`src/cmpev_pkg.sv`:
```
// Package: constants and types for the comparator event control block
package cmpev_pkg;

    // ********************************************************************
    // Register map
    // ********************************************************************
    localparam int unsigned  ADDR_W          = 4;
    localparam int unsigned  DATA_W          = 16;
    localparam logic [3:0]   CONTROL_ADDR    = 4'h0;
    localparam logic [3:0]   IRQ_STATUS_ADDR = 4'h4;
    localparam logic [3:0]   IRQ_CLEAR_ADDR  = 4'h8;
    localparam logic [3:0]   IRQ_ENABLE_ADDR = 4'hC;

    // ********************************************************************
    // Control field positions
    // ********************************************************************
    localparam int unsigned  BIT_ENABLE      = 15;
    localparam int unsigned  BIT_PIN_EN      = 14;
    localparam int unsigned  BIT_INVERT      = 13;
    localparam int unsigned  BIT_AMP_MODE    = 10;
    localparam int unsigned  BIT_EVENT       = 9;
    localparam int unsigned  BIT_RESULT      = 8;
    localparam int unsigned  BIT_EDGE_HI     = 7;
    localparam int unsigned  BIT_EDGE_LO     = 6;
    localparam int unsigned  BIT_REF_SEL     = 4;
    localparam int unsigned  BIT_NEG_HI      = 1;
    localparam int unsigned  BIT_NEG_LO      = 0;
    localparam logic [15:0]  CONTROL_WMASK   = 16'hE6D3;
    localparam logic [15:0]  CONTROL_RESET   = 16'h0000;

    // ********************************************************************
    // Encodings
    // ********************************************************************
    localparam logic [1:0]   EDGE_NONE       = 2'h0;
    localparam logic [1:0]   EDGE_RISE       = 2'h1;
    localparam logic [1:0]   EDGE_FALL       = 2'h2;
    localparam logic [1:0]   EDGE_ANY        = 2'h3;
    localparam logic [1:0]   NEG_PIN_ONE     = 2'h0;
    localparam logic [1:0]   NEG_PIN_TWO     = 2'h1;
    localparam int unsigned  IRQ_W           = 1;
    localparam logic [0:0]   IRQ_RESET       = 1'h0;

    // ********************************************************************
    // Carriers
    // ********************************************************************
    typedef struct packed {
        logic                wr;
        logic                rd;
        logic [ADDR_W-1:0]   addr;
        logic [DATA_W-1:0]   wdata;
    } cmpev_bus_req_t;

    typedef struct packed {
        logic                channel_enable;
        logic                output_pin_enable;
        logic                output_invert;
        logic                amplifier_mode_select;
        logic [1:0]          edge_select;
        logic                reference_select;
        logic [1:0]          negative_input_select;
    } cmpev_cfg_t;

    typedef struct packed {
        logic                pos_use_reference;
        logic                neg_use_pin_one;
        logic                neg_use_pin_two;
        logic                amp_mode;
        logic                channel_on;
    } cmpev_analog_t;

endpackage : cmpev_pkg

```
`src/cmpev_top.sv`:
```
// Comparator channel control, event flag and register slave
//
// Summary of operation
// - Pin enable drives result onto output pin while channel is enabled
// - Polarity bit inverts result for all uses
// - Mode bit selects op amp or comparator
// - Op amp mode never drives output pin
// - Edge sets sticky flag, blocks further events
// - Result status bit reads polarity-adjusted compare
// - Edge code 11 fires on any change
// - Edge code 10 fires on falling adjusted
// - Edge code 01 fires on rising adjusted
// - Edge code 00 never fires
// - Reference bit routes internal reference or pin
// - Channel field picks negative pin one/two
// - Unimplemented control bits read zero
//
// Chosen here: the register offsets and the plain strobed port.
`timescale 1ns/1ps
`default_nettype none
module cmpev_top (
    input  wire logic                     core_clk_i,
    input  wire logic                     rst_i,
    input  wire logic [cmpev_pkg::ADDR_W-1:0] bus_addr_i,
    input  wire logic [cmpev_pkg::DATA_W-1:0] bus_wdata_i,
    input  wire logic                     bus_wr_i,
    input  wire logic                     bus_rd_i,
    output logic      [cmpev_pkg::DATA_W-1:0] bus_rdata_o,
    input  wire logic                     raw_compare_i,
    output logic                          comparator_output_pin_o,
    output logic                          comparator_output_pin_oe_n_o,
    output cmpev_pkg::cmpev_analog_t      analog_ctrl_o,
    output logic                          trigger_o,
    output logic                          irq_o
);
    import cmpev_pkg::*;

    // ********************************************************************
    // State
    // ********************************************************************
    typedef struct packed {
        cmpev_cfg_t        cfg;
        logic              sticky_event_flag;
        logic [IRQ_W-1:0]  irq_status;
        logic [IRQ_W-1:0]  irq_enable;
        logic [DATA_W-1:0] rdata;
        logic              trigger;
        logic              pin;
        logic              pin_oe_n;
        cmpev_analog_t     analog;
    } cmpev_state_t;

    cmpev_state_t   st_r;
    cmpev_state_t   st_nxt;
    cmpev_bus_req_t req;
    logic           synced;
    logic           compare_result;
    logic           fire;
    logic           arm;

    function automatic logic hit(input logic [ADDR_W-1:0] a,
                                 input logic [ADDR_W-1:0] b);
        hit = (a == b);
    endfunction

    function automatic logic [DATA_W-1:0] pack_control(
        input cmpev_cfg_t c, input logic ev, input logic res);
        logic [DATA_W-1:0] v;
        v               = '0;
        v[BIT_ENABLE]   = c.channel_enable;
        v[BIT_PIN_EN]   = c.output_pin_enable;
        v[BIT_INVERT]   = c.output_invert;
        v[BIT_AMP_MODE] = c.amplifier_mode_select;
        v[BIT_EVENT]    = ev;
        v[BIT_RESULT]   = res;
        v[BIT_EDGE_HI]  = c.edge_select[1];
        v[BIT_EDGE_LO]  = c.edge_select[0];
        v[BIT_REF_SEL]  = c.reference_select;
        v[BIT_NEG_HI]   = c.negative_input_select[1];
        v[BIT_NEG_LO]   = c.negative_input_select[0];
        pack_control    = v;
    endfunction

    assign req.wr    = bus_wr_i;
    assign req.rd    = bus_rd_i;
    assign req.addr  = bus_addr_i;
    assign req.wdata = bus_wdata_i;

    // ********************************************************************
    // Compare path
    // ********************************************************************
    cmpev_sync u_sync (
        .core_clk_i (core_clk_i),
        .rst_i      (rst_i),
        .async_i    (raw_compare_i),
        .level_o    (synced)
    );

    // Disabled channel holds result low
    assign compare_result = st_r.cfg.channel_enable &
                            (synced ^ st_r.cfg.output_invert);

    // Flag blocks detection entirely while set
    assign arm = st_r.cfg.channel_enable & ~st_r.sticky_event_flag;

    cmpev_edge u_edge (
        .core_clk_i    (core_clk_i),
        .rst_i         (rst_i),
        .level_i       (compare_result),
        .arm_i         (arm),
        .edge_select_i (st_r.cfg.edge_select),
        .fire_o        (fire)
    );

    // ********************************************************************
    // Next state
    // ********************************************************************
    always_comb begin
        logic [DATA_W-1:0] w;
        w      = req.wdata & CONTROL_WMASK;
        st_nxt = st_r;
        st_nxt.rdata   = '0;
        st_nxt.trigger = fire;

        if (req.wr && hit(req.addr, CONTROL_ADDR)) begin
            st_nxt.cfg.channel_enable        = w[BIT_ENABLE];
            st_nxt.cfg.output_pin_enable     = w[BIT_PIN_EN];
            st_nxt.cfg.output_invert         = w[BIT_INVERT];
            st_nxt.cfg.amplifier_mode_select = w[BIT_AMP_MODE];
            st_nxt.cfg.edge_select           = w[BIT_EDGE_HI:BIT_EDGE_LO];
            st_nxt.cfg.reference_select      = w[BIT_REF_SEL];
            st_nxt.cfg.negative_input_select = w[BIT_NEG_HI:BIT_NEG_LO];
            // Software may clear or set the flag; writing zero re-arms
            st_nxt.sticky_event_flag         = w[BIT_EVENT];
        end
        if (req.wr && hit(req.addr, IRQ_ENABLE_ADDR)) begin
            st_nxt.irq_enable = req.wdata[IRQ_W-1:0];
        end
        if (req.wr && hit(req.addr, IRQ_CLEAR_ADDR)) begin
            st_nxt.irq_status = st_r.irq_status & ~req.wdata[IRQ_W-1:0];
        end

        // Hardware set wins over a same-cycle software clear
        if (fire) begin
            st_nxt.sticky_event_flag = 1'b1;
            st_nxt.irq_status[0]     = 1'b1;
        end

        if (req.rd) begin
            if (hit(req.addr, CONTROL_ADDR)) begin
                st_nxt.rdata = pack_control(st_r.cfg, st_r.sticky_event_flag,
                                            compare_result);
            end else if (hit(req.addr, IRQ_STATUS_ADDR)) begin
                st_nxt.rdata[IRQ_W-1:0] = st_r.irq_status;
            end else if (hit(req.addr, IRQ_ENABLE_ADDR)) begin
                st_nxt.rdata[IRQ_W-1:0] = st_r.irq_enable;
            end
        end

        // Pin follows result only in comparator mode with pin enabled
        st_nxt.pin_oe_n = ~(st_r.cfg.channel_enable &
                            st_r.cfg.output_pin_enable &
                            ~st_r.cfg.amplifier_mode_select);
        st_nxt.pin      = ~st_nxt.pin_oe_n & compare_result;

        st_nxt.analog.channel_on        = st_r.cfg.channel_enable;
        st_nxt.analog.amp_mode          = st_r.cfg.amplifier_mode_select;
        st_nxt.analog.pos_use_reference = st_r.cfg.reference_select;
        // Unimplemented channel codes connect neither pin
        st_nxt.analog.neg_use_pin_one   =
            (st_r.cfg.negative_input_select == NEG_PIN_ONE);
        st_nxt.analog.neg_use_pin_two   =
            (st_r.cfg.negative_input_select == NEG_PIN_TWO);
    end

    always_ff @(posedge core_clk_i) begin
        if (rst_i) begin
            st_r            <= '0;
            st_r.irq_status <= IRQ_RESET;
            st_r.irq_enable <= IRQ_RESET;
            st_r.pin_oe_n   <= 1'b1;
        end else begin
            st_r <= st_nxt;
        end
    end

    // ********************************************************************
    // Outputs
    // ********************************************************************
    assign bus_rdata_o                  = st_r.rdata;
    assign comparator_output_pin_o      = st_r.pin;
    assign comparator_output_pin_oe_n_o = st_r.pin_oe_n;
    assign analog_ctrl_o                = st_r.analog;
    assign trigger_o                    = st_r.trigger;
    assign irq_o = |(st_r.irq_status & st_r.irq_enable);
endmodule // cmpev_top
`default_nettype wire

```
`src/cmpev_sync.sv`:
```
// Three-stage input synchroniser with agreement filter
`timescale 1ns/1ps
`default_nettype none
module cmpev_sync (
    input  wire logic core_clk_i,
    input  wire logic rst_i,
    input  wire logic async_i,
    output logic      level_o
);
    import cmpev_pkg::*;

    typedef struct packed {
        logic s1;
        logic s2;
        logic s3;
        logic level;
    } cmpev_sync_state_t;

    cmpev_sync_state_t st_r;
    cmpev_sync_state_t st_nxt;

    always_comb begin
        st_nxt    = st_r;
        st_nxt.s1 = async_i;
        st_nxt.s2 = st_r.s1;
        st_nxt.s3 = st_r.s2;
        // Only the second and third stage vote; the first is metastable
        if (st_r.s2 == st_r.s3) begin
            st_nxt.level = st_r.s3;
        end
    end

    always_ff @(posedge core_clk_i) begin
        if (rst_i) begin
            st_r <= '0;
        end else begin
            st_r <= st_nxt;
        end
    end

    assign level_o = st_r.level;
endmodule // cmpev_sync
`default_nettype wire

```
`src/cmpev_edge.sv`:
```
// Edge detector selecting rising, falling or any change
`timescale 1ns/1ps
`default_nettype none
module cmpev_edge (
    input  wire logic       core_clk_i,
    input  wire logic       rst_i,
    input  wire logic       level_i,
    input  wire logic       arm_i,
    input  wire logic [1:0] edge_select_i,
    output logic            fire_o
);
    import cmpev_pkg::*;

    typedef struct packed {
        logic prev;
        logic armed;
    } cmpev_edge_state_t;

    cmpev_edge_state_t st_r;
    cmpev_edge_state_t st_nxt;
    logic              rise;
    logic              fall;

    always_comb begin
        st_nxt       = st_r;
        st_nxt.prev  = level_i;
        st_nxt.armed = arm_i;
    end

    always_ff @(posedge core_clk_i) begin
        if (rst_i) begin
            st_r <= '0;
        end else begin
            st_r <= st_nxt;
        end
    end

    // Armed delay hides the edge seen when the channel is first enabled
    assign rise = arm_i & st_r.armed & level_i & ~st_r.prev;
    assign fall = arm_i & st_r.armed & ~level_i & st_r.prev;

    always_comb begin
        unique case (edge_select_i)
            EDGE_NONE: fire_o = 1'b0;
            EDGE_RISE: fire_o = rise;
            EDGE_FALL: fire_o = fall;
            EDGE_ANY:  fire_o = rise | fall;
        endcase
    end
endmodule // cmpev_edge
`default_nettype wire

```
`config.mk`:
```
export PLATFORM = sky130hd
export DESIGN_NAME = cmpev_top
export DESIGN_NICKNAME = d
export VERILOG_FILES = /design/src/cmpev_pkg.sv /design/src/cmpev_top.sv /design/src/cmpev_sync.sv /design/src/cmpev_edge.sv
export SDC_FILE = /design/constraint.sdc
export NUM_CORES = 1
export LEC_CHECK = 0
export BUFFER_PORTS_ARGS = -buffer_cell sky130_fd_sc_hd__clkbuf_2
export CAP_MARGIN = 0
export CORE_UTILIZATION = 40
export DETAILED_ROUTE_END_ITERATION = 6
export PLACE_DENSITY = 0.69
export SLEW_MARGIN = 10
export SYNTH_ARGS = -nofsm -noshare
export SYNTH_HDL_FRONTEND = slang
export SYNTH_HIERARCHICAL = 1
export SYNTH_SLANG_ARGS = --single-unit
```
`constraint.sdc`:
```
create_clock -name core_clk_i -period 1.9 [get_ports core_clk_i]
set_input_delay 0.38 -clock core_clk_i [delete_from_list [all_inputs] [get_ports core_clk_i]]
set_output_delay 0.38 -clock core_clk_i [all_outputs]
set_load 0.01 [all_outputs]
```
# ---- Yosys cells after proc, flatten, opt, wreduce, memory -nomap -nowiden
# Index checks and enable logic that the tools add are counted.
dict set report op_classes {
  n_reduce_logical 10
  eq_ne 8
  bitwise_logic 22
  mux 7
}
# cell count
set op_table {}
lappend op_table {{bitwise AND 1 bit} 12}
lappend op_table {{equality test 4 bit (second input constant)} 2}
lappend op_table {{inverter 1 bit} 8}
lappend op_table {{2-to-1 mux 1 bit} 5}
lappend op_table {{equality test 2 x 1 -> 1 bit (second input constant)} 2}
lappend op_table {{equality test 2 bit (second input constant)} 2}
lappend op_table {{equality test 4 x 3 -> 1 bit (second input constant)} 1}
lappend op_table {{zero test 2 bit} 2}
lappend op_table {{zero test 4 bit} 1}
lappend op_table {{case mux 1 bit (4 select lines)} 1}
lappend op_table {{nonzero test 2 bit} 2}
lappend op_table {{logical AND 1 bit} 3}
lappend op_table {{OR reduction 3 bit} 1}
lappend op_table {{2-to-1 mux 2 bit} 1}
lappend op_table {{OR reduction 2 bit} 1}
lappend op_table {{equality test 1 bit} 1}
lappend op_table {{bitwise OR 1 bit} 1}
lappend op_table {{XOR 1 bit} 1}
dict set report word_totals {
  inputBits 25
  wordCells 73
  out_inout_bits 25
  reg_bits 42
}

# ---- Depth between registers and ports, before layout
# Gate-level depths: netlist of the first run.
dict set report depth {
  word_depth 8
  ltp_mapped 6
  mapped_depth_nobuf 6
}

# ---- Hierarchy
# Netlist of the first run, hierarchy kept.
# mod area_per_inst_um2 cells_each instances seq_area_each_um2
set modules_own_cells {}
lappend modules_own_cells {cmpev_top 1263.7 125 1 620.6}
lappend modules_own_cells {cmpev_sync 112.6 10 1 80.1}
lappend modules_own_cells {cmpev_edge 76.3 8 1 40.0}

# ---- Worst setup path before layout of the first run
# Ideal clock, no wire load.
dict set report synth_path {
  path_type {input to register}
  from {in bus_addr_i[1] (netlist name)}
  to {reg st_r (netlist bit st_nxt[0])}
  required_time_ns 1.779
  setup_ns 0.121
  t_arrival_ns 1.423
  cell_stages 4
  n_path_buf 1
  path_slack_ns 0.356
  cell_sequence {or3b_1 -> buf_6 -> nor3_4 -> mux2_2}
}
dict set report synth_via {
  elab_chain_len 2
}
# element line_no
set synth_lines {}
lappend synth_lines {{from (decl)} cmpev_top.sv:24} ;# input wire logic [cmpev_pkg::ADDR_W-1:0] bus_addr_i,
lappend synth_lines {{zero test 4 bit} cmpev_top.sv:63} ;# hit = (a == b);
lappend synth_lines {{logical AND 1 bit} cmpev_top.sv:125} ;# if (req.wr && hit(req.addr, CONTROL_ADDR)) begin
lappend synth_lines {{to (signal assigned)} cmpev_top.sv:183} ;# st_r <= st_nxt;
lappend synth_lines {{to (decl)} cmpev_top.sv:53} ;# cmpev_state_t st_r;
# Every way passes these cells.
# A chain may end at the register's enable or synchronous reset.

# ---- Worst setup path in the final report of the first run
dict set report layout_path {
  from {reg st_r[24] (netlist name)}
  to {out irq_o}
}
dict set report layout_via {
  elab_chain_len 1
}
# element line_no
set layout_lines {}
lappend layout_lines {{bitwise AND 1 bit} cmpev_top.sv:195} ;# assign irq_o = |(st_r.irq_status & st_r.irq_enable);
lappend layout_lines {{to (decl)} cmpev_top.sv:34} ;# output logic irq_o
# Every way passes these cells.

==> flow_summary.ini, run 1 <==
[status]
status = complete, no violations

[timing]
maxSlewViolCount = 0
setup_viol = 0
rsz0062_at_grt = false
tns_ns = 0
fin_skew_ns = 0.00535
timing.final.hold_violations = 0
fmax_ghz = 0.744
fin_crit_ns = 1.34
fin_crit_sh_pct = 70.8

[clock_tree]
ctsResizeCount = 0
cts.clk_slew.worst_paths_ns = 0.10
cts_tree = done
clock_path_buffers = 2
post_cts_buffers = 0
cts-buffers-inserted = 5
hold_buffers = 0
clock-sinks = 37
htreeDepth = 2
root_buffer = clkbuf_4
clk_latency_ns = 0.33

[routing]
highest_layer = met4
wl_met1_um = 1110
dr.first_iter.drc_count = 40
wl_per_cell_um = 11.8
viasPerCell = 4.66
drc_errors = 0
wirelength_um = 2550
final_antenna_net_count = 0
dr_wl_met3_um = 164
drt_pass1_iterations = 4
vias = 1001
dr_wl_met2_um = 1230

[die]
die_w_um = 62.3
initial_core_util_pct = 42.5
dieArea_um2 = 3880
coreArea_um2 = 3420
io_pins = 50
rows = 21
die_y_um = 62.3

[logic_synthesis]
ys.flop_type = dfxtp_1
synth.top_cells.by_count = dfxtp_1 (37), buf_4 (21), nor2b_1 (13)
yosysTopAreaCellShare_pct = 51.0
yosys_warnings = 6
synth.most_common_cell = dfxtp_1
syn_avg_cell_area_um2 = 10.2
synth_area_leaders = dfxtp_1 (51%), buf_4 (11%), nor2b_1 (5.6%)
syn_inst = 143
synth.distinct_cells = 30
ys_seq_area_share_pct = 51.0
synth_edf_count = 0
synth_seq_cells = 37
async_flop_share_pct = 0
syn-cell-area_um2 = 1450
yosysTopAreaCell = dfxtp_1

[min_path]
min_path_type = in -> reg
hold_path_depth = 2

[power_and_ir_drop]
p_per_area_nw_per_um2 = 791
ir_drop_mv = 0.271
p_leak_nw = 0.681

[placement]
gp_congestion = 0.725
io_buffers = 38
dpl.cell_count = 208
dp_hpwl_um = 1860

[critical_path]
critPathMaxStageDelay_ns = 0.37
cp.arrival_ns = 0.96
critical-path-top-delay-family = flip-flops
cp.depth = 2
path_buf_inv = 1
required_ns = 1.52
cp-end-kind = output pin
critPathKind = reg -> out
slowest_stage = dfxtp_1
startpoint_type = flop
crit_fanout = 3
path_cells = and2_1, clkbuf_2
reg2reg_depth = 6

[global_route]
grt_pass1_wl_um = 4550
grt_pass1_vias = 981
grt_max_degree = 26
overflow = 0
grt_util_all_layers_pct = 15.3
antenna_found_initial = 0

[finish]
area_delta_synth_final_pct = 10.7
fin_util_pct = 47.1
stdcell_count = 215
drive_above_1_share_pct = 31.4
antenna_cells = 0
nets = 194

[run]
drv_cap = 0
-- path summary, 6_finish.rpt --
check	startpoint	to	slack, ns
worst min-delay path	raw_compare_i	u_sync/st_nxt[2]	0.26
worst max-delay path	st_r[24]	irq_o	0.56
worst min register to register	u_sync/st_nxt[2]	u_sync/st_nxt[1]	0.45
worst max register to register	st_r[33]	st_r[26]	0.56
-- metrics by stage --
step	power (W)	worst slack (ns)	area (um^2)	hold slack, ns
6_report	0.00127	0.556	1610	0.256
5_1_grt	0.00134	0.422	1610	0.251
4_1_cts	0.00129	0.527	1610	0.241
3_5_place_dp	0.000879	0.232	1550	0.427
3_3_place_gp	0.000876	0.252	1550	0.422
2_1_floorplan	0.000852	0.356	1470	0.411
-- cell usage in the layout (no fill, tap or decap) --
master    instances
clkbuf_8          1
clkbuf_2         38
o21a_1            1
nor2_1            3
clkbuf_4          5
o21ai_0           2
or3b_1            1
o31ai_1           6
nor3_4            2
and2_1           11
clkbuf_1          1
o21ai_1           1
nand4_1           1
mux2_2            3
inv_1             1
xor2_1            1
nand2b_1          2
conb_1            5
nand2_1           3
dfxtp_1          37
nor3b_1           2
mux2i_1           2
nand3b_1          4
nor3_1            1
and3_1            1
buf_4             3
a21oi_1          10
nand3_1           6
a31oi_1           1
nor2b_1          13
or4b_4            1
-- cells by family after synthesis --
kind of cell              after synthesis  share of synthesized area (%)
other                                   1                          0.258
xor gates and xnor gates                1                          0.603
muxes                                   5                           3.70
AOI/OAI and AO/OA                      21                           8.53
buffers and inverters                  27                           13.0
DFF                                    37                           51.0
and+or+nand+nor                        51                           22.9
-- where the power goes --
group | internal [W] | switching [W] | leakage, nW
clock | 0.000175 | 0.000236 | 0.0314
combinational | 0.0000302 | 0.0000447 | 0.350
sequential | 0.000783 | 0.00000359 | 0.299
-- metal layers --
| metal | vias up | GRT usage [%] |
|---|---|---|
| met5 | - | 0 |
| met4 | 0 | 6.98 |
| met3 | 4 | 6.07 |
| met2 | 38 | 25.5 |
| met1 | 453 | 17.1 |
| li1 | 506 | - |
-- flip-flops by register name, summed over array words and instances (netlist names) --
register                      count
analog_ctrl_o                     5
bus_rdata_o                      11
comparator_output_pin_o           1
comparator_output_pin_oe_n_o      1
st_nxt                            3
st_r                              9
trigger_o                         1
u_edge/st_r                       2
u_sync/level_o                    1
u_sync/st_nxt                     2
u_sync/st_r                       1
-- final cells by class --
class	count	area, um^2
inverter	1	3.75
multi-input combinational	83	538
fill	348	1810
clock buffer	7	55.1
timing repair buffer	41	213
tap	46	57.6
sequential	37	741
(Power assumes the default switching activity.)
==> run 2, diff against run 1 <==
Settings changed: ABC_AREA from default to 1, PLACE_DENSITY 0.69 to 0.71.
Clock period 1.9 ns to 1.2 ns, I/O delays scaled along.
==> run 2 against run 1 <==
The run now ends with setup timing left; combinational power increased by 87%; synthesized cell count rose by 21%; first-iteration DRC count down 10%; sequential share of layout area down 2.9 points; via count rose by 8.7%; global-route usage shrank 1.7 points; area after synthesis up 1.2%; register-to-register slack worse by 0.63 ns; clock power rose by 41%; critical path depth up 7.
==> flow_summary.ini, run 2 <==
[logic_synthesis]
syn_avg_cell_area_um2 = 8.50
synth.most_common_cell = dfxtp_1
syn_inst = 173
ys.flop_type = dfxtp_1
synth.distinct_cells = 24
synth.top_cells.by_count = dfxtp_1 (37), nor2_1 (26), inv_1 (23)
yosys_warnings = 6
yosysTopAreaCellShare_pct = 50.4
async_flop_share_pct = 0
ys_seq_area_share_pct = 50.4
syn-cell-area_um2 = 1470
synth_seq_cells = 37
synth_area_leaders = dfxtp_1 (50%), buf_4 (11%), nor2_1 (6.6%)
synth_edf_count = 0
yosysTopAreaCell = dfxtp_1

[status]
violations = setup timing
status = finished with violations

[critical_path]
path_buf_inv = 2
cp_common_cell = inv_2
path_cells = xnor2_4, nor2_4, inv_2, nand3_2, a21oi_2, inv_2, nand2_2, nand2_1, a21oi_1
critical-path-top-delay-family = flip-flops
critPathMaxStageDelay_ns = 0.38
slowest_stage = dfxtp_4
required_ns = 1.48
cp-end-kind = flop
critPathKind = reg -> reg
crit_fanout = 2
cp.arrival_ns = 1.56
startpoint_type = flop

[timing]
maxSlewViolCount = 0
fmax_ghz = 0.783
fin_crit_sh_pct = 106
hold_slack_ns = 0.0727
setup_viol = 2
setup_ws_ns = -0.0773
tns_ns = -0.134
fin_crit_ns = 1.28
rsz0062_at_grt = true
timing.final.hold_violations = 0
fin_skew_ns = 0.00872

[routing]
final_antenna_net_count = 0
vias = 1088
wirelength_um = 2460
viasPerCell = 4.27
drc_errors = 0
wl_per_cell_um = 9.65
drt_pass1_iterations = 4
dr.first_iter.drc_count = 36

[die]
rows = 21
coreArea_um2 = 3420
io_pins = 50
die_w_um = 62.6
dieArea_um2 = 3920
initial_core_util_pct = 43.0
die_y_um = 62.6

[finish]
area_delta_synth_final_pct = 17.6
layout_commonest_cell = clkbuf_2
layout_common_cells = clkbuf_2 (37), dfxtp_1 (34), nor2_1 (24)
antenna_cells = 0
drive_above_1_share_pct = 36.8
fillers = 342
nets = 235
largest_reg_flops = 11

[global_route]
antenna_found_initial = 0
grt_pass1_wl_um = 4130
grt_util_all_layers_pct = 13.6
overflow = 0
grt_pass1_vias = 978
grt_max_degree = 12

[placement]
gp_congestion = 0.802
dp_hpwl_um = 1800
io_buffers = 38

[clock_tree]
clock-sinks = 37
cts-buffers-inserted = 5
htreeDepth = 2
clock_path_buffers = 2
cts_tree = done
cts.clk_slew.worst_paths_ns = 0.10
root_buffer = clkbuf_4
clk_latency_ns = 0.34

[power_and_ir_drop]
ir_drop_mv = 0.589
p_leak_nw = 0.758
p_per_area_nw_per_um2 = 1140

[min_path]
min_path_type = in -> reg

[run]
drv_cap = 0
[run 2: changes by cell type after synthesis, moves of 3 or more]
cell      change
mux2_2        -3
nor2b_1      -13
nor2_1       +23
o31ai_1       -6
nand3_1       +6
nand3b_1      -4
and2_1       -11
nand2_1      +17
clkbuf_1      -3
inv_1        +22
[run 2: power by group]
group          switching [W]  total (W)  internal [W]
Clock               0.000375   0.000578      0.000203
Combinational      0.0000788   0.000140     0.0000617
Sequential        0.00000617    0.00124       0.00124
[run 2: metal layers]
layer | routed length (um) | up-vias | track usage, % | part of all wire [%]
li1 | - | 580 | - | -
met1 | 1100 | 462 | 15.9 | 44
met2 | 1150 | 42 | 22.1 | 47
met3 | 176 | 4 | 5.66 | 7.1
met4 | 36 | 0 | 5.23 | 1.5
met5 | 0 | - | 0 | 0
[run 2: worst register-to-register path, delay by kind of cell (launching register included)]
| family | cells | cell delay (ns) |
|---|---|---|
| buffers and inverters | 2 | 0.13 |
| and+or+nand+nor | 4 | 0.24 |
| xor gates and xnor gates | 1 | 0.19 |
| DFF | 1 | 0.38 |
| AOI/OAI and AO/OA | 2 | 0.30 |
[run 2: area by class of cell]
class	instances	area, um^2	area share, %
inverters	23	86.3	4.99
flip-flops and latches	37	747	43.2
clock inverters	1	5.00	0.289
clock buffers	5	37.5	2.17
well taps	46	57.6	3.33
repair buffers	52	295	17.1
multi-input cells	91	500	28.9
[run 2: stage by stage]
stage / total power, W / util [%] / instance area (um^2) / std cells / worst slack (ns)
after floorplan: 0.00136 / - / 1500 / 177 / -0.0410
after global placement: 0.00141 / 48.1 / 1640 / 247 / -0.0222
after detailed placement: 0.00141 / 48.1 / 1640 / 247 / -0.0500
after CTS: 0.00199 / 49.6 / 1700 / 254 / -0.0681
after global routing: 0.00206 / 50.6 / 1730 / 255 / -0.156
final: 0.00196 / 50.6 / 1730 / 255 / -0.0773
[run 2: final timing paths]
check / startpoint / endpoint / slack (ns) / cells after the start
min: raw_compare_i / u_sync/st_nxt[2] / 0.07 / 3
min reg2reg: u_sync/st_nxt[2] / u_sync/st_nxt[1] / 0.41 / 2
max: st_r[33] / st_r[26] / -0.08 / 9
max reg2reg: st_r[33] / st_r[26] / -0.08 / 9
[run 2: kinds of logic (layout without fill, tap and decap cells)]
logic type / count (synthesis) / in the layout / synth area share [%]
AND/OR/NAND/NOR: 71 / 71 / 24.3
buffers and inverters: 49 / 81 / 19.2
other: 1 / 5 / 0.255
XOR/XNOR: 1 / 1 / 0.596
AO/OA/AOI/OAI: 14 / 14 / 5.19
flip-flops: 37 / 37 / 50.4
[run 2: repair_timing]
action,CTS,global route
setup buffers,1,1
hold buffers,0,0
pin swaps,4,4
endpoints found under the setup margin,3,4
gates resized for setup,1,9
==> run 3, diff against run 2 <==
Settings changed: PLACE_DENSITY 0.71 to default, PLACE_DENSITY_LB_ADDON from default to 0.2.
==> run 3 against run 2 <==
The run still ends with setup timing left; clock power up 13%; wire length shrank 0.61%; combinational power is 4% lower; sequential share of layout area shrank 0.092 points; power grew 3.6%; largest power group unchanged.
==> flow_summary.ini, run 3 (synthesis results as in run 2) <==
[min_path]
min_from = raw_compare_i
hold_path_depth = 3
min_to = u_sync/st_nxt[2]
min_path_type = in -> reg

[status]
violations = setup timing
status = finished with violations

[critical_path]
crit_fanout = 2
rr_endpoint = st_r[26]
reg2reg_slack_ns = -0.03
reg2reg_depth = 8
slowest_stage = dfxtp_2
path_cells = xnor2_2, nor2_2, inv_2, nand3_2, a21oi_2, or2_4, nand2_1, a21oi_1
cp-end-kind = flop
critical-path-top-delay-family = simple AND/OR/NAND/NOR gates
critPathKind = reg -> reg
required_ns = 1.43
critPathMaxStageDelay_ns = 0.35
reg2reg_from = u_sync/level_o
cp.arrival_ns = 1.46
path_buf_inv = 1
startpoint_type = flop

[timing]
setup_ws_ns = -0.0285
timing.final.hold_violations = 0
fmax_ghz = 0.814
fin_crit_ns = 1.23
rsz0062_at_grt = true
fin_skew_ns = 0.00775
maxSlewViolCount = 0
setup_viol = 2
fin_crit_sh_pct = 102
tns_ns = -0.0326

[routing]
wirelength_um = 2450
dr.first_iter.drc_count = 32
viasPerCell = 4.34
final_antenna_net_count = 0
vias = 1110
wl_per_cell_um = 9.56
drc_errors = 0
drt_pass1_iterations = 4

[power_and_ir_drop]
swShare_pct = 22.6
p_per_area_nw_per_um2 = 1180
ir_drop_mv = 0.479
power.switching_w = 0.000458
p_leak_nw = 0.757
combPwrFrac_pct = 6.7
p_int_w = 0.00157
clkPwrFrac_pct = 32.1
pwr-share-seq_pct = 61.3

[global_route]
grt_pass1_wl_um = 4110
grt_max_degree = 12
grt_util_all_layers_pct = 13.7
grt_pass1_vias = 955
antenna_found_initial = 0
overflow = 0

[clock_tree]
cts.clk_slew.worst_paths_ns = 0.10
htreeDepth = 2
cts-buffers-inserted = 5
clock-sinks = 37
root_buffer = clkbuf_4
clk_latency_ns = 0.33
clock_path_buffers = 2
hold_buffers = 0
cts_tree = done

[finish]
nets = 235
layout_common_cells = clkbuf_2 (38), dfxtp_1 (35), nor2_1 (24)
layout_commonest_cell = clkbuf_2
fillers = 347
antenna_cells = 0
drive_above_1_share_pct = 36.2
largest_reg_flops = 11
area_delta_synth_final_pct = 17.3

[die]
coreArea_um2 = 3420
initial_core_util_pct = 43.0
die_w_um = 62.6
die_y_um = 62.6
dieArea_um2 = 3920
rows = 21
io_pins = 50

[placement]
gp_congestion = 0.755
dp_hpwl_um = 1830
dpl_worst_slack_ns = -0.0518
io_buffers = 38

[run]
drv_cap = 0
-- run 3: timing repair --
item	4_1_cts	5_1_grt
pin swaps	3	3
resized for setup	0	5
setup buffers	2	1
setup endpoints to repair	2	4
-- run 3: cell type report --
cell class	instances	area [um^2]	area share, %
flip-flops and latches	37	743	43.1
multi-input cells	91	487	28.2
repair buffers	52	295	17.1
inverters	23	86.3	5.01
well taps	46	57.6	3.34
clock buffers	7	55.1	3.19
-- run 3: layer usage --
layer | global-route usage (%) | up-vias | share of wire (%)
met2 | 21.2 | 39 | 45
met1 | 16.8 | 484 | 48
met4 | 6.10 | 0 | 1.8
met5 | 0 | - | 0
li1 | - | 580 | -
met3 | 5.11 | 7 | 5.7
-- run 3: power groups by stage --
stage	sequential [W]	clock [W]	combinational [W]
finish	0.00125	0.000652	0.000135
global route	0.00125	0.000744	0.000148
CTS	0.00125	0.000677	0.000135
detailed placement	0.00127	0	0.000134
global placement	0.00127	0	0.000131
floorplan	0.00127	0	0.0000828
-- run 3: how the worst max path moves through the flow --
stage | from | to | slack [ns] | depth (start not counted)
global route | u_sync/level_o | st_r[25] | -0.14 | 9
floorplan | u_sync/level_o | st_r[26] | -0.04 | 9
CTS | st_r[33] | st_r[25] | -0.04 | 8
finish | u_sync/level_o | st_r[26] | -0.03 | 8
global placement | u_sync/level_o | st_r[26] | -0.04 | 8
detailed placement | st_r[33] | st_r[26] | -0.05 | 8
-- run 3: metrics by stage --
step | power [W] | cell area (um^2) | std cells | utilization, % | hold slack, ns
CTS | 0.00206 | 1710 | 255 | 50.0 | 0.0718
finish | 0.00203 | 1720 | 256 | 50.5 | 0.0850
global route | 0.00214 | 1720 | 256 | 50.5 | 0.0882
global placement | 0.00140 | 1640 | 246 | 47.9 | 0.391
floorplan | 0.00136 | 1500 | 177 | - | 0.311
detailed placement | 0.00141 | 1640 | 246 | 47.9 | 0.392
-- run 3: worst register-to-register path: cells and delay by family, from the launching register on --
kind	cells	cell delay (ns)
AOI/OAI and AO/OA	2	0.12
buffers and inverters	1	0.06
and+or+nand+nor	4	0.47
DFF	1	0.35
xor gates and xnor gates	1	0.14
